==> src/poc_params.svh <==
`ifndef POC_PARAMS_SVH
`define POC_PARAMS_SVH

// Register byte addresses on the plain register port.
`define POC_ADDR_CFG 8'h00
`define POC_ADDR_P2CFG 8'hF7
`define POC_ADDR_P2_DATA 8'h02
`define POC_ADDR_P4_DATA 8'h04
`define POC_ADDR_P5_DATA 8'h05
`define POC_ADDR_P6_DATA 8'h06
`define POC_ADDR_P2_DIR 8'hF6
`define POC_ADDR_P4_DIR 8'h24
`define POC_ADDR_P5_DIR 8'h25
`define POC_ADDR_P6_DIR 8'h26

// Field positions in the port drive and comparator configuration register.
`define POC_CFG_SPARE_HI 7
`define POC_CFG_SPARE_LO 6
`define POC_CFG_CMP1 5
`define POC_CFG_CMP2 4
`define POC_CFG_TEST 3
`define POC_CFG_DRV6 2
`define POC_CFG_DRV5 1
`define POC_CFG_DRV4 0
`define POC_P2CFG_DRV 0

// Reset values.
`define POC_DIR_RST 8'hFF
`define POC_OUT_RST 8'h00
`define POC_DRV_RST 3'h7
`define POC_P2DRV_RST 1'b1
`define POC_SPARE_RST 2'h0

// Fixed read values.
`define POC_DRV_READ 3'h7
`define POC_P2CFG_READ 8'hFF
`define POC_P2DIR_READ 8'hFF
`define POC_UNMAPPED_READ 8'h00

// Line masks.
`define POC_PAD_MASK 8'h08
`define POC_P5_FIXED_IN 8'h0C
`define POC_CMP1_MASK 8'h03
`define POC_CMP2_MASK 8'h0C
`define POC_NO_LINES 8'h00

`endif

==> src/poc_pkg.sv <==
package poc_pkg;

  // Index of each port in the packed storage arrays.
  typedef enum logic [1:0] {
    POC_P2 = 2'h0,
    POC_P4 = 2'h1,
    POC_P5 = 2'h2,
    POC_P6 = 2'h3
  } poc_port_t;

  // Complete state of the configuration block.
  typedef struct packed {
    logic [1:0] spare;
    logic cmp1_analog;
    logic cmp2_analog;
    logic test_strobe;
    logic [2:0] drv;
    logic p2_drv;
    logic [3:0][7:0] out;
    logic [3:0][7:0] dir;
    logic [7:0] rdata;
    logic test_meta;
    logic test_sync;
  } poc_state_t;

endpackage

==> src/poc_port_config.sv <==
// Chosen here: strobed register access.
`timescale 1ns/1ps
`include "poc_params.svh"

module poc_port_config
  import poc_pkg::*;
(
  input wire logic sys_clk,
  input wire logic rst_b,
  input wire logic [7:0] reg_addr,
  input wire logic [7:0] reg_wdata,
  input wire logic reg_wr,
  input wire logic reg_rd,
  output logic [7:0] reg_rdata,
  input wire logic [7:0] port2_pin_in,
  output logic [7:0] port2_pin_out,
  output logic [7:0] port2_pin_oe,
  input wire logic [7:0] port4_pin_in,
  output logic [7:0] port4_pin_out,
  output logic [7:0] port4_pin_oe,
  input wire logic [7:0] port5_pin_in,
  output logic [7:0] port5_pin_out,
  output logic [7:0] port5_pin_oe,
  input wire logic [7:0] port6_pin_in,
  output logic [7:0] port6_pin_out,
  output logic [7:0] port6_pin_oe,
  input wire logic test_mode_pin,
  output logic strobe_enable,
  output logic comparator1_pin_mode,
  output logic comparator2_pin_mode
);

  ////////////////////////////////////////////////////////////////////////////

  poc_state_t st_reg; // All registered state of the block.
  poc_state_t st_next; // Its next value.

  logic [3:0][7:0] pin_in_all; // Pins of all ports, by port index.
  logic [3:0][7:0] pin_out_all; // Pin levels of all ports.
  logic [3:0][7:0] pin_oe_all; // Pin enables of all ports.
  logic [3:0][7:0] line_in_all; // Effective direction, 1 is input.
  logic [3:0][7:0] pp_all; // Push-pull select per line.
  logic [3:0][7:0] own_all; // Lines that always read their output store.
  logic [3:0][7:0] analog_all; // Lines handed to a comparator.
  logic [3:0][7:0] read_all; // Read value per port.
  logic [7:0] p5_forced_in; // Port 5 lines held as inputs.
  logic [7:0] p5_analog; // Port 5 lines in analog use.
  logic [7:0] cfg_read; // Read view of the drive and comparator config.

  assign pin_in_all[POC_P2] = port2_pin_in;
  assign pin_in_all[POC_P4] = port4_pin_in;
  assign pin_in_all[POC_P5] = port5_pin_in;
  assign pin_in_all[POC_P6] = port6_pin_in;

  assign port2_pin_out = pin_out_all[POC_P2];
  assign port4_pin_out = pin_out_all[POC_P4];
  assign port5_pin_out = pin_out_all[POC_P5];
  assign port6_pin_out = pin_out_all[POC_P6];
  assign port2_pin_oe = pin_oe_all[POC_P2];
  assign port4_pin_oe = pin_oe_all[POC_P4];
  assign port5_pin_oe = pin_oe_all[POC_P5];
  assign port6_pin_oe = pin_oe_all[POC_P6];

  ////////////////////////////////////////////////////////////////////////////

  // Comparator pin pairs: analog mode forces both pins to inputs.
  // Port 5 lines 2 and 3 are inputs regardless of their direction bits.
  assign p5_analog = (st_reg.cmp1_analog ? `POC_CMP1_MASK : `POC_NO_LINES) |
                     (st_reg.cmp2_analog ? `POC_CMP2_MASK : `POC_NO_LINES);
  assign p5_forced_in = `POC_P5_FIXED_IN | p5_analog;

  // Direction bits: 1 is input, 0 is output.
  assign line_in_all[POC_P2] = st_reg.dir[POC_P2];
  assign line_in_all[POC_P4] = st_reg.dir[POC_P4];
  assign line_in_all[POC_P5] = st_reg.dir[POC_P5] | p5_forced_in;
  assign line_in_all[POC_P6] = st_reg.dir[POC_P6];

  // Drive selects; the current pad is excluded from push-pull drive.
  assign pp_all[POC_P2] = {8{st_reg.p2_drv}};
  assign pp_all[POC_P4] = {8{st_reg.drv[`POC_CFG_DRV4]}} & ~`POC_PAD_MASK;
  assign pp_all[POC_P5] = {8{st_reg.drv[`POC_CFG_DRV5]}};
  assign pp_all[POC_P6] = {8{st_reg.drv[`POC_CFG_DRV6]}};

  // The current pad has no input path, so reads show its stored value.
  assign own_all[POC_P2] = `POC_NO_LINES;
  assign own_all[POC_P4] = `POC_PAD_MASK;
  assign own_all[POC_P5] = `POC_NO_LINES;
  assign own_all[POC_P6] = `POC_NO_LINES;

  // Analog lines read as zero, so software sees no stale digital level.
  assign analog_all[POC_P2] = `POC_NO_LINES;
  assign analog_all[POC_P4] = `POC_NO_LINES;
  assign analog_all[POC_P5] = p5_analog;
  assign analog_all[POC_P6] = `POC_NO_LINES;

  // One pad controller per port.
  for (genvar p = 0; p < 4; p++) begin : g_port
    poc_port_pads #(
      .PORT_W(8)
    ) u_pads (
      .sys_clk(sys_clk),
      .rst_b(rst_b),
      .pin_in(pin_in_all[p]),
      .out_val(st_reg.out[p]),
      .line_is_input(line_in_all[p]),
      .push_pull(pp_all[p]),
      .read_own(own_all[p]),
      .analog(analog_all[p]),
      .pin_out(pin_out_all[p]),
      .pin_oe(pin_oe_all[p]),
      .read_val(read_all[p])
    );
  end

  ////////////////////////////////////////////////////////////////////////////

  // Drive select bits are write-only and always read back as ones.
  // Software must therefore never read-modify-write this register.
  assign cfg_read = {st_reg.spare, st_reg.cmp1_analog, st_reg.cmp2_analog,
                     st_reg.test_strobe, `POC_DRV_READ};

  // Next state: register writes, read capture and test pin sync.
  always_comb begin
    st_next = st_reg;
    // Read data stand for exactly one cycle after the read strobe.
    st_next.rdata = `POC_UNMAPPED_READ;
    st_next.test_meta = test_mode_pin;
    st_next.test_sync = st_reg.test_meta;
    if (reg_wr) begin
      case (reg_addr)
        `POC_ADDR_CFG: begin
          st_next.spare = reg_wdata[`POC_CFG_SPARE_HI:`POC_CFG_SPARE_LO];
          st_next.cmp1_analog = reg_wdata[`POC_CFG_CMP1];
          st_next.cmp2_analog = reg_wdata[`POC_CFG_CMP2];
          st_next.test_strobe = reg_wdata[`POC_CFG_TEST];
          st_next.drv = reg_wdata[`POC_CFG_DRV6:`POC_CFG_DRV4];
        end
        `POC_ADDR_P2CFG: begin
          // Only bit 0 is stored; the rest ignore writes.
          st_next.p2_drv = reg_wdata[`POC_P2CFG_DRV];
        end
        // Data writes always land in output storage, even for inputs.
        `POC_ADDR_P2_DATA: begin
          st_next.out[POC_P2] = reg_wdata;
        end
        `POC_ADDR_P4_DATA: begin
          st_next.out[POC_P4] = reg_wdata;
        end
        `POC_ADDR_P5_DATA: begin
          st_next.out[POC_P5] = reg_wdata;
        end
        `POC_ADDR_P6_DATA: begin
          st_next.out[POC_P6] = reg_wdata;
        end
        `POC_ADDR_P2_DIR: begin
          st_next.dir[POC_P2] = reg_wdata;
        end
        `POC_ADDR_P4_DIR: begin
          // Bit 3 here selects between driving and tristating the pad.
          st_next.dir[POC_P4] = reg_wdata;
        end
        `POC_ADDR_P5_DIR: begin
          st_next.dir[POC_P5] = reg_wdata;
        end
        `POC_ADDR_P6_DIR: begin
          st_next.dir[POC_P6] = reg_wdata;
        end
        default: begin
          // Unmapped writes are dropped.
        end
      endcase
    end
    if (reg_rd) begin
      case (reg_addr)
        `POC_ADDR_CFG: begin
          st_next.rdata = cfg_read;
        end
        `POC_ADDR_P2CFG: begin
          st_next.rdata = `POC_P2CFG_READ;
        end
        `POC_ADDR_P2_DATA: begin
          st_next.rdata = read_all[POC_P2];
        end
        `POC_ADDR_P4_DATA: begin
          st_next.rdata = read_all[POC_P4];
        end
        `POC_ADDR_P5_DATA: begin
          st_next.rdata = read_all[POC_P5];
        end
        `POC_ADDR_P6_DATA: begin
          st_next.rdata = read_all[POC_P6];
        end
        `POC_ADDR_P2_DIR: begin
          // Port 2 direction is write-only.
          st_next.rdata = `POC_P2DIR_READ;
        end
        `POC_ADDR_P4_DIR: begin
          st_next.rdata = st_reg.dir[POC_P4];
        end
        `POC_ADDR_P5_DIR: begin
          st_next.rdata = st_reg.dir[POC_P5];
        end
        `POC_ADDR_P6_DIR: begin
          st_next.rdata = st_reg.dir[POC_P6];
        end
        default: begin
          st_next.rdata = `POC_UNMAPPED_READ;
        end
      endcase
    end
  end

  // State register; directions reset to input, which also tristates the pad.
  always_ff @(posedge sys_clk or negedge rst_b) begin
    if (!rst_b) begin
      st_reg <= '0;
      st_reg.spare <= `POC_SPARE_RST;
      st_reg.drv <= `POC_DRV_RST;
      st_reg.p2_drv <= `POC_P2DRV_RST;
      st_reg.dir <= {4{`POC_DIR_RST}};
      st_reg.out <= {4{`POC_OUT_RST}};
    end else begin
      st_reg <= st_next;
    end
  end

  assign reg_rdata = st_reg.rdata;
  // The strobe enable bit is inert unless the test mode pin is high.
  assign strobe_enable = st_reg.test_strobe && st_reg.test_sync;
  assign comparator1_pin_mode = st_reg.cmp1_analog;
  assign comparator2_pin_mode = st_reg.cmp2_analog;
endmodule

==> src/poc_port_pads.sv <==
`timescale 1ns/1ps

// One port's pad control: input synchroniser, drive and read selection.
module poc_port_pads #(
  parameter int PORT_W = 8
) (
  input wire logic sys_clk,
  input wire logic rst_b,
  input wire logic [PORT_W-1:0] pin_in,
  input wire logic [PORT_W-1:0] out_val,
  input wire logic [PORT_W-1:0] line_is_input,
  input wire logic [PORT_W-1:0] push_pull,
  input wire logic [PORT_W-1:0] read_own,
  input wire logic [PORT_W-1:0] analog,
  output logic [PORT_W-1:0] pin_out,
  output logic [PORT_W-1:0] pin_oe,
  output logic [PORT_W-1:0] read_val
);

  // The register map packs eight lines per port, so nothing else fits.
  if (PORT_W != 8) begin : g_bad_width
    $error("poc_port_pads supports only PORT_W of 8.");
  end

  // Two stage synchroniser; meta is read only by sync.
  typedef struct packed {
    logic [PORT_W-1:0] meta;
    logic [PORT_W-1:0] sync;
  } poc_sync_t;

  poc_sync_t st_reg; // Registered synchroniser state.
  poc_sync_t st_next; // Next value of the synchroniser.

  // Shift the pins through both stages.
  always_comb begin
    st_next = st_reg;
    st_next.meta = pin_in;
    st_next.sync = st_reg.meta;
  end

  // Register the synchroniser state.
  always_ff @(posedge sys_clk or negedge rst_b) begin
    if (!rst_b) begin
      st_reg <= '0;
    end else begin
      st_reg <= st_next;
    end
  end

  ////////////////////////////////////////////////////////////////////////////

  // Per line drive and read selection.
  for (genvar i = 0; i < PORT_W; i++) begin : g_line
    // The pin level always follows output storage; only the enable changes.
    assign pin_out[i] = out_val[i];
    // Open drain lines pull low on 0 and release on 1.
    assign pin_oe[i] = !line_is_input[i] && (push_pull[i] || !out_val[i]);
    // Input lines show the pin unless read_own, outputs show stored data; analog reads 0.
    assign read_val[i] = (read_own[i] || !line_is_input[i]) ? out_val[i] :
                         (st_reg.sync[i] && !analog[i]);
  end

endmodule

==> config.mk <==
export PLATFORM = sky130hd
export DESIGN_NAME = poc_port_config
export DESIGN_NICKNAME = d
export VERILOG_FILES = /design/src/poc_pkg.sv /design/src/poc_port_config.sv /design/src/poc_port_pads.sv
export VERILOG_INCLUDE_DIRS = /design/src
export SDC_FILE = /design/constraint.sdc
export NUM_CORES = 1
export LEC_CHECK = 0
export BUFFER_PORTS_ARGS = -buffer_cell sky130_fd_sc_hd__clkbuf_2
export CAP_MARGIN = 20
export CORE_ASPECT_RATIO = 1.25
export CORE_MARGIN = 2
export CORE_UTILIZATION = 40
export CTS_CLUSTER_DIAMETER = 50
export DETAILED_ROUTE_END_ITERATION = 8
export SYNTH_ARGS = -nofsm -noshare
export SYNTH_HDL_FRONTEND = slang
export SYNTH_SLANG_ARGS = --single-unit
export TNS_END_PERCENT = 20
==> constraint.sdc <==
create_clock -name sys_clk -period 3.74 [get_ports sys_clk]
set_input_delay 0.561 -clock sys_clk [delete_from_list [all_inputs] [get_ports sys_clk]]
set_output_delay 0.561 -clock sys_clk [all_outputs]
set_load 0.05 [all_outputs]
### Yosys cells after proc, flatten, opt, wreduce, memory -nomap -nowiden

Cells that the tools add are included.

* equal/unequal tests: 9
* reductions and logical operators: 156
* multiplexer cells: 35
* bitwise operators: 2

Operators with widths (count)
* 8-bit case mux with 9 select lines: 1
* 1-bit zero test: 68
* 1-bit logical AND: 41
* 1-bit logical OR: 31
* 1-bit 2-to-1 mux: 31
* 8-bit by 3-bit == test with 1-bit output, second input constant: 3
* 8-bit by 6-bit == test with 1-bit output, second input constant: 3
* 2-bit AND reduction: 10
* 8-bit == test, second input constant: 2
* 8-bit by 2-bit == test with 1-bit output, second input constant: 1
* 8-bit zero test: 1
* 8-bit 2-to-1 mux: 1
* 8-bit by 4-bit bitwise OR with 8-bit output: 1
* 1-bit zero test, first input constant: 4
* 4-bit 2-to-1 mux: 1
* 2-bit by 4-bit bitwise OR with 4-bit output: 1
* 2-bit 2-to-1 mux: 1
* 2-bit OR reduction: 1

* output and inout port bits: 75
* register bits: 147
* word-level logic and storage cells: 227
* bits of input ports: 53

### Logic depth before layout (Yosys ltp)

Gate-level depths: netlist of the first run.

* depth in word-level cells: 7
* mapped depth: 7
* depth with buffers taken out: 5

### Modules after synthesis

A second synthesis of the first run with hierarchy kept.

* cells, all modules: 547
* area total of the unflattened synthesis: 7154.4 um^2

By module, submodules not included
* poc_port_config: times used 1, cells each 291, area each 3911.3 um^2, seq. area each 2122.0 um^2
* poc_port_pads: times used 4, cells each 64, area each 810.8 um^2, seq. area each 400.4 um^2

### Least setup slack after synthesis of the first run

No wires, ideal clock.

* kind: flip-flop to output port
* start: register st_reg (netlist bit comparator1_pin_mode)
* end: output port port5_pin_oe[0]
* slack: 1.308 ns
* buffers on the path: 0
* required time: 3.179 ns
* arrival time: 1.871 ns
* stages on the path, launching flop included: 2
* path through: dfrtp_1 a211oi_1

* longest elaborated chain between the ends: 5

Ends and longest elaborated chain
* from (decl): line poc_port_config.sv:35 `poc_state_t st_reg;`
* from (signal assigned): line poc_port_config.sv:223 `st_reg <= st_next;`
* 2-bit 2-to-1 mux (no source line)
* 2-bit by 4-bit bitwise OR with 4-bit output: line poc_port_config.sv:68 `` assign p5_analog = (st_reg.cmp1_analog ? `POC_CMP1_MASK : `POC_NO_LINES) | ``
* 8-bit by 4-bit bitwise OR with 8-bit output: line poc_port_config.sv:75 `assign line_in_all[POC_P5] = st_reg.dir[POC_P5] | p5_forced_in;`
* 1-bit zero test
* 1-bit logical AND: line poc_port_pads.sv:57 `assign pin_oe[i] = !line_is_input[i] && (push_pull[i] || !out_val[i]);`
* to (decl): line poc_port_config.sv:23 `output logic [7:0] port5_pin_oe,`

Every way passes these cells.

### Worst setup path in the final report of the first run

* start: register st_reg (netlist bit pp_all[16])
* end: output port port5_pin_oe[0]

* longest elaborated chain between the ends: 2

Ends and longest elaborated chain (line)
* 1-bit logical OR: poc_port_pads.sv:57
* 1-bit logical AND: poc_port_pads.sv:57

Every way passes these cells.

==> results of run 1 <==
-- Yosys cell counts (2+ instances only) --
library cell                instances  share of area [%]
sky130_fd_sc_hd__nand3_1            5               0.41
sky130_fd_sc_hd__inv_1              5               0.31
sky130_fd_sc_hd__a21oi_1           38                3.1
sky130_fd_sc_hd__dfrtp_1          109                 45
sky130_fd_sc_hd__o22ai_1            5               0.51
sky130_fd_sc_hd__nor3b_1            2               0.25
sky130_fd_sc_hd__dfstp_2           36                 15
sky130_fd_sc_hd__buf_4             45                5.5
sky130_fd_sc_hd__a211oi_1           6               0.74
sky130_fd_sc_hd__o2111ai_1          2               0.29
sky130_fd_sc_hd__nor2b_1            3               0.31
sky130_fd_sc_hd__nor3_1             2               0.16
sky130_fd_sc_hd__nand2_1           16               0.98
sky130_fd_sc_hd__mux2_2            70                 13
sky130_fd_sc_hd__nor4bb_1           2               0.33
sky130_fd_sc_hd__nand2_2            3               0.31
sky130_fd_sc_hd__nand3b_1           2               0.25
sky130_fd_sc_hd__a22oi_1            6               0.74
sky130_fd_sc_hd__o21ai_0           17                1.4
sky130_fd_sc_hd__nor4_4             2               0.69
sky130_fd_sc_hd__o21a_1             3               0.37
sky130_fd_sc_hd__a31oi_1            4               0.41
sky130_fd_sc_hd__buf_2              7               0.57
sky130_fd_sc_hd__mux2_1             5               0.92
sky130_fd_sc_hd__nor2_1            19                1.2
sky130_fd_sc_hd__nor2_2             2               0.20
sky130_fd_sc_hd__nand3_2            3               0.49
sky130_fd_sc_hd__mux2i_1           16                2.6
-- logic make-up (layout without fill, tap and decap cells) --
kind of cell | after synthesis | in the layout | synth area share (%)
AND/OR/NAND/NOR | 75 | 75 | 8.32
multiplexers | 91 | 91 | 16.4
AO/OA/AOI/OAI | 88 | 88 | 8.50
other | 1 | 3 | 0.0613
buffers and inverters | 60 | 166 | 6.70
flip-flops | 145 | 145 | 60.0
-- final timing paths --
kind / startpoint / endpoint / slack (ps) / cells after the start
hold reg to reg: g_port[0].u_pads.st_next[5] / g_port[0].u_pads.st_reg[5] / 340 / 0
min in group sys_clk: port4_pin_in[5] / g_port[1].u_pads.st_next[5] / 240 / 1
setup reg to reg: line_in_all[28] / reg_rdata[4] / 2130 / 4
hold / removal: rst_b / g_port[1].u_pads.st_next[4] / 210 / 1
max in group asynchronous: rst_b / pp_all[8] / 2700 / 2
setup / recovery: pp_all[16] / port5_pin_oe[0] / 1490 / 3
-- power by group through the flow --
| stage | registers, mW | logic [mW] | clock network, mW |
|---|---|---|---|
| global route | 1.71 | 0.458 | 1.72 |
| floorplan | 1.72 | 0.308 | 0 |
| global placement | 1.73 | 0.431 | 0 |
| detailed placement | 1.73 | 0.436 | 0 |
| finish | 1.71 | 0.431 | 1.61 |
| CTS | 1.71 | 0.437 | 1.65 |
-- per-layer routing --
| layer | track usage [%] | vias up | wire (um) |
|---|---|---|---|
| li1 | - | 1804 | - |
| met5 | 0 | - | 0 |
| met4 | 5.91 | 0 | 148 |
| met1 | 25.3 | 1995 | 6670 |
| met3 | 4.73 | 8 | 734 |
| met2 | 34.0 | 101 | 7960 |
-- area by class of cell --
type | count | area (um2) | share of cell area (%)
Sequential cell | 145 | 3670 | 51.0
Multi-Input combinational cell | 256 | 2040 | 28.3
Timing Repair Buffer | 129 | 677 | 9.39
Clock buffer | 20 | 457 | 6.34
Tap cell | 182 | 228 | 3.16
Clock inverter | 12 | 109 | 1.51
Inverter | 5 | 18.8 | 0.260
Antenna cell | 1 | 2.50 | 0.0347
-- through the flow --
| stage | instance area [um2] | util, % | setup WS [ps] | cells |
|---|---|---|---|---|
| 6_report | 7210 | 48.2 | 1490 | 750 |
| 2_1_floorplan | 6130 | - | 1310 | 461 |
| 3_3_place_gp | 6640 | 44.4 | 1340 | 717 |
| 3_5_place_dp | 6640 | 44.4 | 1330 | 717 |
| 5_1_grt | 7200 | 48.2 | 1380 | 749 |
| 4_1_cts | 7200 | 48.2 | 1450 | 749 |
==> run_summary.xml, run 1 <==
<?xml version="1.0" encoding="UTF-8"?>
<metrics>
  <group name="outcome">
    <metric name="outcome" unit="">completed</metric>
  </group>
  <group name="timing">
    <metric name="max_slew.worst_pin.slew" unit="ps">826</metric>
    <metric name="timing.final.max_slew_violations" unit="">0</metric>
    <metric name="hold-worst-slack" unit="ps">212</metric>
    <metric name="final_period_minus_worst_setup_slack" unit="ps">2250</metric>
    <metric name="finalSetupViolations" unit="">0</metric>
    <metric name="worst_slew_margin" unit="%">44.9</metric>
    <metric name="fmax" unit="GHz">0.444</metric>
    <metric name="clock-skew-final" unit="ps">7.87</metric>
    <metric name="rsz0062_at_grt" unit="">false</metric>
    <metric name="finalCritPeriodShare" unit="%">60.3</metric>
    <metric name="final-hold-violation-count" unit="">0</metric>
    <metric name="setup_tns" unit="ps">0</metric>
  </group>
  <group name="setup_path">
    <metric name="cp_data_arrival_time" unit="ps">1690</metric>
    <metric name="worst_ep_required_time" unit="ps">3180</metric>
    <metric name="critical_path_class" unit="">reg -&gt; out</metric>
    <metric name="capturing_element_type_of_the_critical_path" unit="">output pin</metric>
    <metric name="slowest_stage" unit="">sky130_fd_sc_hd__dfstp_2</metric>
    <metric name="timing.critical_path.cells" unit="">inv_1, a211oi_1, clkbuf_2</metric>
    <metric name="critical_path.max_stage_delay" unit="ps">530</metric>
    <metric name="timing.critical_path.fanout_max" unit="">6</metric>
    <metric name="kind_of_cell_adding_the_most_delay_to_the_critical_path" unit="">flip-flops</metric>
    <metric name="critical_path_buf_inv_count" unit="">2</metric>
    <metric name="worst_setup_start_kind" unit="">flop</metric>
  </group>
  <group name="clock_tree">
    <metric name="post_cts_resize_count" unit="">0</metric>
    <metric name="cts_inserted_buffers" unit="">17</metric>
    <metric name="insertion_delay" unit="ps">420</metric>
    <metric name="tritoncts" unit="">built</metric>
    <metric name="cts.hold.buffers_added" unit="">0</metric>
    <metric name="clock_path_buffers" unit="">2</metric>
    <metric name="postCtsSetupBuffers" unit="">0</metric>
    <metric name="clk_pin_slew_worst_paths" unit="ps">60</metric>
    <metric name="cts_sink_count" unit="">145</metric>
    <metric name="cts-root-buf" unit="">sky130_fd_sc_hd__clkbuf_16</metric>
    <metric name="htree_levels" unit="">4</metric>
  </group>
  <group name="finish">
    <metric name="nets" unit="">607</metric>
    <metric name="layout-drive-gt1-share" unit="%">49.9</metric>
    <metric name="syn2layout_area_growth" unit="%">17.7</metric>
    <metric name="final.fill_count" unit="">1358</metric>
    <metric name="largest_reg_flops" unit="">41</metric>
    <metric name="layout.cells.most_common" unit="">sky130_fd_sc_hd__clkbuf_2</metric>
    <metric name="most_frequent_cells_in_the_layout" unit="">sky130_fd_sc_hd__clkbuf_2, sky130_fd_sc_hd__dfrtp_1, sky130_fd_sc_hd__mux2_2, sky130_fd_sc_hd__a21oi_1, sky130_fd_sc_hd__dfstp_2</metric>
  </group>
  <group name="pwr">
    <metric name="static_power_due_to_leakage" unit="nW">3.26</metric>
    <metric name="ir_drop" unit="V">0.000222</metric>
    <metric name="fin_total_pwr" unit="mW">3.75</metric>
    <metric name="net-switching-power" unit="mW">1.03</metric>
    <metric name="power.combinational.fraction" unit="%">11.5</metric>
    <metric name="power.share.clock" unit="%">43.0</metric>
    <metric name="power.internal" unit="mW">2.72</metric>
    <metric name="power.switching_fraction" unit="%">27.4</metric>
    <metric name="power_density" unit="mW/mm2">520</metric>
    <metric name="seqPwrFrac" unit="%">45.5</metric>
  </group>
  <group name="route">
    <metric name="drc" unit="">0</metric>
    <metric name="vias_per_cell" unit="">5.21</metric>
    <metric name="drt-wirelength-per-cell" unit="um">20.7</metric>
    <metric name="totalWireLength" unit="um">15500</metric>
    <metric name="dr.pass1.iters" unit="">4</metric>
    <metric name="final_antenna_net_count" unit="">0</metric>
    <metric name="vias" unit="">3908</metric>
    <metric name="drt_iter0_drc" unit="">204</metric>
  </group>
  <group name="global_routing">
    <metric name="grt_max_degree" unit="">91</metric>
    <metric name="grt_pass1_vias" unit="">4125</metric>
    <metric name="grt_util_all_layers" unit="%">20.0</metric>
    <metric name="antenna_violations_before_repair" unit="">0</metric>
    <metric name="globalRoute.totalOverflow" unit="">0</metric>
    <metric name="grt_pass1_wl" unit="um">23900</metric>
  </group>
  <group name="floorplanning">
    <metric name="core_box_area" unit="mm2">0.0150</metric>
    <metric name="std_cell_rows" unit="">50</metric>
    <metric name="die_footprint" unit="mm2">0.0163</metric>
    <metric name="io_pins" unit="">128</metric>
    <metric name="die_width" unit="um">115</metric>
    <metric name="initial_cell_density_of_the_core" unit="%">40.9</metric>
    <metric name="floorplan.die.height" unit="um">142</metric>
  </group>
  <group name="synth">
    <metric name="ys_seq_area_share" unit="%">60.0</metric>
    <metric name="syn-mean-instance-area" unit="um2">13.3</metric>
    <metric name="synthFlopType" unit="">sky130_fd_sc_hd__dfrtp_1</metric>
    <metric name="yosys_warnings" unit="">0</metric>
    <metric name="synthArstFlopShare" unit="%">100</metric>
    <metric name="synth_seq_cells" unit="">145</metric>
    <metric name="post_synth_instance_area" unit="mm2">0.00612</metric>
    <metric name="synthCells" unit="">460</metric>
    <metric name="ys_types" unit="">53</metric>
    <metric name="synth-edff-count" unit="">0</metric>
  </group>
  <group name="job">
    <metric name="drv.max_cap_violation_count" unit="">0</metric>
  </group>
  <group name="worst_hold_path">
    <metric name="worst_hold_path_type" unit="">in -&gt; async</metric>
  </group>
  <group name="placed_design">
    <metric name="count_of_input_and_output_buffers" unit="">124</metric>
    <metric name="hpwlAfterDp" unit="um">11000</metric>
    <metric name="globalplace.congestion" unit="">0.882</metric>
  </group>
</metrics>
Note: power is estimated with default switching activity, not from simulation.
==> run 2, diff against run 1 <==
==> constraint.sdc (replaced) <==
create_clock -name sys_clk -period 2.3 [get_ports sys_clk]
set_input_delay 0.345 -clock sys_clk [delete_from_list [all_inputs] [get_ports sys_clk]]
set_output_delay 0.345 -clock sys_clk [all_outputs]
set_load 0.05 [all_outputs]
==> run 2 against run 1 <==
Final area rose by 1.5%. Power increased by 68%. Setup slack worse by 1200 ps. Global-route usage rose by 0.41 points. Routed wire length increased by 1.1%. Die area unchanged. Non-clock buffer count up 7. Sequential share of layout area is 0.73 points lower. Via count rose by 0.69%. First-iteration DRC count down 7.8%. Cell count increased by 0.80%. Largest cell class unchanged.
==> run_summary.xml, run 2 (synthesis gave the netlist of run 1 again) <==
<?xml version="1.0" encoding="UTF-8"?>
<metrics>
  <group name="route">
    <metric name="vias" unit="">3935</metric>
    <metric name="final_antenna_net_count" unit="">0</metric>
    <metric name="drc" unit="">0</metric>
    <metric name="dr.pass1.iters" unit="">4</metric>
    <metric name="drt-wirelength-per-cell" unit="um">20.7</metric>
    <metric name="drt_iter0_drc" unit="">188</metric>
    <metric name="totalWireLength" unit="um">15700</metric>
    <metric name="vias_per_cell" unit="">5.21</metric>
  </group>
  <group name="clock_tree">
    <metric name="tritoncts" unit="">built</metric>
    <metric name="cts_sink_count" unit="">145</metric>
    <metric name="post_cts_resize_count" unit="">0</metric>
    <metric name="clk_pin_slew_worst_paths" unit="ps">60</metric>
    <metric name="clock_path_buffers" unit="">2</metric>
    <metric name="htree_levels" unit="">4</metric>
    <metric name="insertion_delay" unit="ps">420</metric>
    <metric name="cts_inserted_buffers" unit="">17</metric>
    <metric name="cts-root-buf" unit="">sky130_fd_sc_hd__clkbuf_16</metric>
  </group>
  <group name="finish">
    <metric name="layout.cells.most_common" unit="">sky130_fd_sc_hd__clkbuf_2</metric>
    <metric name="stdcell_count" unit="">756</metric>
    <metric name="largest_reg_flops" unit="">41</metric>
    <metric name="antennaDiodeCount" unit="">0</metric>
    <metric name="nets" unit="">614</metric>
    <metric name="syn2layout_area_growth" unit="%">19.4</metric>
    <metric name="layout-drive-gt1-share" unit="%">50.2</metric>
    <metric name="multiInputGateArea" unit="mm2">0.00204</metric>
    <metric name="final.fill_count" unit="">1365</metric>
    <metric name="postLayoutCoreUtil" unit="%">48.9</metric>
    <metric name="seqCellArea" unit="mm2">0.00367</metric>
    <metric name="most_frequent_cells_in_the_layout" unit="">sky130_fd_sc_hd__clkbuf_2, sky130_fd_sc_hd__dfrtp_1, sky130_fd_sc_hd__mux2_2, sky130_fd_sc_hd__a21oi_1, sky130_fd_sc_hd__dfstp_2</metric>
  </group>
  <group name="pwr">
    <metric name="power_density" unit="mW/mm2">861</metric>
    <metric name="static_power_due_to_leakage" unit="nW">3.30</metric>
    <metric name="ir_drop" unit="V">0.000542</metric>
  </group>
  <group name="setup_path">
    <metric name="timing.critical_path.cells" unit="">inv_1, a21oi_1, clkbuf_2</metric>
    <metric name="worst_ep_required_time" unit="ps">1960</metric>
    <metric name="critical_path.max_stage_delay" unit="ps">530</metric>
    <metric name="timing.critical_path.fanout_max" unit="">7</metric>
    <metric name="worst_setup_start_kind" unit="">flop</metric>
    <metric name="capturing_element_type_of_the_critical_path" unit="">output pin</metric>
    <metric name="critical_path.startpoint" unit="">pp_all[8]</metric>
    <metric name="cp_data_arrival_time" unit="ps">1720</metric>
    <metric name="slowest_stage" unit="">sky130_fd_sc_hd__dfstp_2</metric>
    <metric name="timing.rr.start" unit="">line_in_all[28]</metric>
    <metric name="critical_path_class" unit="">reg -&gt; out</metric>
  </group>
  <group name="timing">
    <metric name="final_period_minus_worst_setup_slack" unit="ps">2060</metric>
    <metric name="final-hold-violation-count" unit="">0</metric>
    <metric name="worst_slew_margin" unit="%">59.6</metric>
    <metric name="setup_tns" unit="ps">0</metric>
    <metric name="max_slew.worst_pin.slew" unit="ps">602</metric>
    <metric name="finalSetupViolations" unit="">0</metric>
    <metric name="finalCritPeriodShare" unit="%">89.6</metric>
    <metric name="rsz0062_at_grt" unit="">false</metric>
    <metric name="post-route-worst-setup-slack" unit="ps">238</metric>
    <metric name="hold-worst-slack" unit="ps">28.6</metric>
    <metric name="clock-skew-final" unit="ps">4.84</metric>
    <metric name="timing.final.max_slew_violations" unit="">0</metric>
    <metric name="fmax" unit="GHz">0.485</metric>
  </group>
  <group name="worst_hold_path">
    <metric name="worst_hold_path_type" unit="">in -&gt; reg</metric>
    <metric name="timing.hold.worst.start" unit="">port5_pin_in[4]</metric>
  </group>
  <group name="floorplanning">
    <metric name="floorplan.die.height" unit="um">142</metric>
    <metric name="io_pins" unit="">128</metric>
    <metric name="std_cell_rows" unit="">50</metric>
    <metric name="die_footprint" unit="mm2">0.0163</metric>
    <metric name="core_box_area" unit="mm2">0.0150</metric>
    <metric name="die_width" unit="um">115</metric>
    <metric name="initial_cell_density_of_the_core" unit="%">40.9</metric>
  </group>
  <group name="global_routing">
    <metric name="grt_pass1_wl" unit="um">24100</metric>
    <metric name="antenna_violations_before_repair" unit="">0</metric>
    <metric name="grt_max_degree" unit="">56</metric>
    <metric name="grt_pass1_vias" unit="">4179</metric>
    <metric name="grt_util_all_layers" unit="%">20.4</metric>
    <metric name="globalRoute.totalOverflow" unit="">0</metric>
  </group>
  <group name="outcome">
    <metric name="outcome" unit="">completed</metric>
  </group>
  <group name="placed_design">
    <metric name="placedCellCount" unit="">722</metric>
    <metric name="dp_worst_setup_slack" unit="ps">157</metric>
    <metric name="globalplace.congestion" unit="">0.870</metric>
    <metric name="hpwlAfterDp" unit="um">11400</metric>
    <metric name="count_of_input_and_output_buffers" unit="">124</metric>
  </group>
  <group name="job">
    <metric name="drv.max_cap_violation_count" unit="">0</metric>
  </group>
</metrics>
-- run 2: cell types whose count changed in the layout (fill, tap and decap cells not counted), sizes merged --
cell         delta
bufinv          +2
clkbuf          -1
dlygate4sd3     +2
buf             +5
clkinvlp        +3
clkinv          -4
diode           -1
-- run 2: routing by layer --
layer / vias up / track usage (%) / share of wire (%)
met4: 0 / 7.25 / 1.6
met1: 1991 / 25.7 / 43
met3: 17 / 5.71 / 4.5
met5: - / 0 / 0
li1: 1810 / - / -
met2: 117 / 33.7 / 51
-- run 2: per-stage QoR --
step	power [mW]	area [um2]
floorplan	3.30	6130
global placement	3.52	6690
detailed placement	3.54	6690
CTS	6.38	7300
global route	6.55	7310
finish	6.29	7310
-- run 2: power by group --
group / internal (mW) / switching (mW) / leakage [nW]
sequential: 2.70 / 0.0799 / 1.74
clock: 1.73 / 1.08 / 0.282
combinational: 0.189 / 0.521 / 1.28
total: 4.62 / 1.68 / 3.30
-- run 2: worst paths after layout --
path                                               end  slack [ps]  cells after the start
setup / recovery                       port4_pin_oe[0]         240                      3
hold / removal             g_port[2].u_pads.st_next[4]          30                      1
setup reg to reg                          reg_rdata[4]         710                      4
hold reg to reg             g_port[3].u_pads.st_reg[4]         350                      0
max in group asynchronous              line_in_all[29]        1150                      3
min in group asynchronous                   st_next[0]         460                      2
-- run 2: final cells by class --
type,instances,area share [%]
Timing Repair Buffer,136,10.2
Clock inverter,13,2.19
Inverter,5,0.257
Tap cell,182,3.11
Clock buffer,19,6.06
Sequential cell,145,50.2
Multi-Input combinational cell,256,27.9
-- run 2: repair_timing --
item	in CTS	in global routing
hold endpoints to repair	35	1
hold buffers	1	1
endpoints found under the setup margin	0	0
setup buffers	0	0
-- run 2: worst max-delay path, delay by kind of cell (launching register included) --
family / cells / cell delay [ps]
DFF: 1 / 530
buffers and inverters: 2 / 500
AOI/OAI and AO/OA: 1 / 270
==> run 3, diff against run 2 <==
--- a/config.mk
+++ b/config.mk
@@ -8,11 +8,14 @@
 export LEC_CHECK = 0
 export BUFFER_PORTS_ARGS = -buffer_cell sky130_fd_sc_hd__clkbuf_2
 export CAP_MARGIN = 20
+export CELL_PAD_IN_SITES_DETAIL_PLACEMENT = 1
+export CELL_PAD_IN_SITES_GLOBAL_PLACEMENT = 2
 export CORE_ASPECT_RATIO = 1.25
 export CORE_MARGIN = 2
-export CORE_UTILIZATION = 40
+export CORE_UTILIZATION = 37
 export CTS_CLUSTER_DIAMETER = 50
 export DETAILED_ROUTE_END_ITERATION = 8
+export PLACE_DENSITY_LB_ADDON = 0.1
 export SYNTH_ARGS = -nofsm -noshare
 export SYNTH_HDL_FRONTEND = slang
 export SYNTH_SLANG_ARGS = --single-unit
==> run 3 against run 2 <==
Hold slack lost 6.2 ps. Routed wire length up 8.7%. Final area hardly changed. Setup slack worse by 100 ps. Clock power decreased by 9.3%. Non-clock buffer count is the same. Critical path type unchanged. Largest power group is now sequential cells. Highest routed layer unchanged.
==> run_summary.xml, run 3 (synthesis gave the netlist of run 1 again) <==
<?xml version="1.0" encoding="UTF-8"?>
<metrics>
  <group name="clock_tree">
    <metric name="htree_levels" unit="">4</metric>
    <metric name="cts_inserted_buffers" unit="">17</metric>
    <metric name="postCtsSetupBuffers" unit="">0</metric>
    <metric name="clk_pin_slew_worst_paths" unit="ps">60</metric>
    <metric name="cts-root-buf" unit="">sky130_fd_sc_hd__clkbuf_16</metric>
    <metric name="cts_sink_count" unit="">145</metric>
    <metric name="insertion_delay" unit="ps">420</metric>
    <metric name="clock_path_buffers" unit="">2</metric>
    <metric name="tritoncts" unit="">built</metric>
  </group>
  <group name="pwr">
    <metric name="power_density" unit="mW/mm2">827</metric>
    <metric name="static_power_due_to_leakage" unit="nW">3.29</metric>
    <metric name="ir_drop" unit="V">0.000534</metric>
  </group>
  <group name="global_routing">
    <metric name="grt_max_degree" unit="">59</metric>
    <metric name="globalRoute.totalOverflow" unit="">0</metric>
    <metric name="grt_util_all_layers" unit="%">20.6</metric>
    <metric name="grt_pass1_wl" unit="um">26700</metric>
    <metric name="antenna_violations_before_repair" unit="">0</metric>
    <metric name="grt_pass1_vias" unit="">4510</metric>
  </group>
  <group name="setup_path">
    <metric name="capturing_element_type_of_the_critical_path" unit="">output pin</metric>
    <metric name="timing.critical_path.fanout_max" unit="">6</metric>
    <metric name="critical_path_class" unit="">reg -&gt; out</metric>
    <metric name="r2r_setup_slack" unit="ps">720</metric>
    <metric name="worst_setup_start_kind" unit="">flop</metric>
    <metric name="cp_data_arrival_time" unit="ps">1820</metric>
    <metric name="reg2reg_to" unit="">reg_rdata[4]</metric>
    <metric name="reg2reg_depth" unit="">4</metric>
    <metric name="worst_ep_required_time" unit="ps">1960</metric>
    <metric name="timing.rr.start" unit="">line_in_all[28]</metric>
  </group>
  <group name="floorplanning">
    <metric name="die_width" unit="um">119</metric>
    <metric name="floorplan.die.height" unit="um">148</metric>
    <metric name="std_cell_rows" unit="">52</metric>
    <metric name="die_footprint" unit="mm2">0.0176</metric>
    <metric name="core_box_area" unit="mm2">0.0162</metric>
    <metric name="initial_cell_density_of_the_core" unit="%">37.8</metric>
    <metric name="io_pins" unit="">128</metric>
  </group>
  <group name="worst_hold_path">
    <metric name="worst_hold_path_type" unit="">in -&gt; reg</metric>
    <metric name="timing.hold.worst.start" unit="">port6_pin_in[1]</metric>
    <metric name="whs_endpoint" unit="">g_port[3].u_pads.st_next[1]</metric>
    <metric name="min_delay_path_depth" unit="">1</metric>
  </group>
  <group name="timing">
    <metric name="clock-skew-final" unit="ps">6.68</metric>
    <metric name="timing.final.max_slew_violations" unit="">0</metric>
    <metric name="worst_slew_margin" unit="%">64.9</metric>
    <metric name="final-hold-violation-count" unit="">0</metric>
    <metric name="rsz0062_at_grt" unit="">false</metric>
    <metric name="setup_tns" unit="ps">0</metric>
    <metric name="finalCritPeriodShare" unit="%">94.0</metric>
    <metric name="fmax" unit="GHz">0.463</metric>
    <metric name="final_period_minus_worst_setup_slack" unit="ps">2160</metric>
    <metric name="finalSetupViolations" unit="">0</metric>
    <metric name="max_slew.worst_pin.slew" unit="ps">521</metric>
  </group>
  <group name="finish">
    <metric name="layout.cells.most_common" unit="">sky130_fd_sc_hd__clkbuf_2</metric>
    <metric name="postLayoutCoreUtil" unit="%">45.1</metric>
    <metric name="largest_reg_flops" unit="">41</metric>
    <metric name="syn2layout_area_growth" unit="%">19.4</metric>
    <metric name="final_area" unit="mm2">0.00731</metric>
    <metric name="antennaDiodeCount" unit="">0</metric>
    <metric name="final.fill_count" unit="">1701</metric>
    <metric name="nets" unit="">614</metric>
    <metric name="layout-drive-gt1-share" unit="%">50.2</metric>
    <metric name="most_frequent_cells_in_the_layout" unit="">sky130_fd_sc_hd__clkbuf_2, sky130_fd_sc_hd__dfrtp_1, sky130_fd_sc_hd__mux2_2, sky130_fd_sc_hd__a21oi_1, sky130_fd_sc_hd__dfstp_2</metric>
  </group>
  <group name="route">
    <metric name="drc" unit="">0</metric>
    <metric name="final_antenna_net_count" unit="">0</metric>
    <metric name="vias_per_cell" unit="">5.11</metric>
    <metric name="dr.pass1.iters" unit="">4</metric>
    <metric name="vias" unit="">4038</metric>
    <metric name="totalWireLength" unit="um">17000</metric>
    <metric name="drt-wirelength-per-cell" unit="um">21.6</metric>
    <metric name="drt_iter0_drc" unit="">122</metric>
  </group>
  <group name="job">
    <metric name="drv.max_cap_violation_count" unit="">0</metric>
  </group>
  <group name="outcome">
    <metric name="outcome" unit="">completed</metric>
  </group>
  <group name="placed_design">
    <metric name="count_of_input_and_output_buffers" unit="">124</metric>
    <metric name="detailed_place.area" unit="mm2">0.00675</metric>
    <metric name="hpwlAfterDp" unit="um">12000</metric>
    <metric name="globalplace.congestion" unit="">0.794</metric>
  </group>
</metrics>
[run 3: layout make-up]
class,count,area [um2],share of cell area [%]
clock buffer,19,433,5.92
clock inverter,13,114,1.56
inverter,5,18.8,0.257
multi-input combinational,256,2040,27.9
sequential,145,3670,50.3
tap,216,270,3.70
timing repair buffer,136,757,10.4
[run 3: critical path, cell delays in order (launching register included)]
cell and delay, ps:
sky130_fd_sc_hd__dfstp_2 530, sky130_fd_sc_hd__inv_1 160, sky130_fd_sc_hd__a211oi_1 360, sky130_fd_sc_hd__clkbuf_2 340
[run 3: power by group]
part	internal, mW	leakage [nW]	switching, mW
Sequential	2.70	1.74	0.0811
Combinational	0.189	1.28	0.528
Clock	1.48	0.267	1.07
[run 3: how the worst max path moves through the flow]
stage	depth (start not counted)	end	slack, ps	start
2_1_floorplan	1	port5_pin_oe[0]	80	comparator1_pin_mode
3_3_place_gp	5	st_reg[46]	310	reg_addr[4]
3_5_place_dp	6	line_in_all[10]	260	reg_addr[2]
4_1_cts	3	port5_pin_oe[1]	160	pp_all[16]
5_1_grt	3	port5_pin_oe[0]	60	pp_all[16]
6_report	3	port5_pin_oe[1]	140	pp_all[16]
[run 3: metrics by stage]
step                      power [mW]  instances  hold slack [ps]  setup WS (ps)
after floorplan                 3.30        461             49.4           83.8
after global placement          3.53        757              302            306
after detailed placement        3.55        757              290            262
after CTS                       6.14        790             2.82            161
after global routing            6.28        790             4.17           59.6
final                           6.05        790             22.4            138
[run 3: routing by layer]
metal	up-vias	part of all wire [%]	global-route usage [%]	wire, um
met5	-	0	0	0
met4	0	2.2	7.62	370
met3	24	3.6	4.90	621
met2	105	52	34.8	8780
met1	2100	43	25.7	7260
li1	1809	-	-	-
[run 3: timing repair]
| item | CTS | global route |
|---|---|---|
| gates resized for setup | 0 | 0 |
| hold buffers | 1 | 0 |
| endpoints found under the hold margin | 28 | 0 |
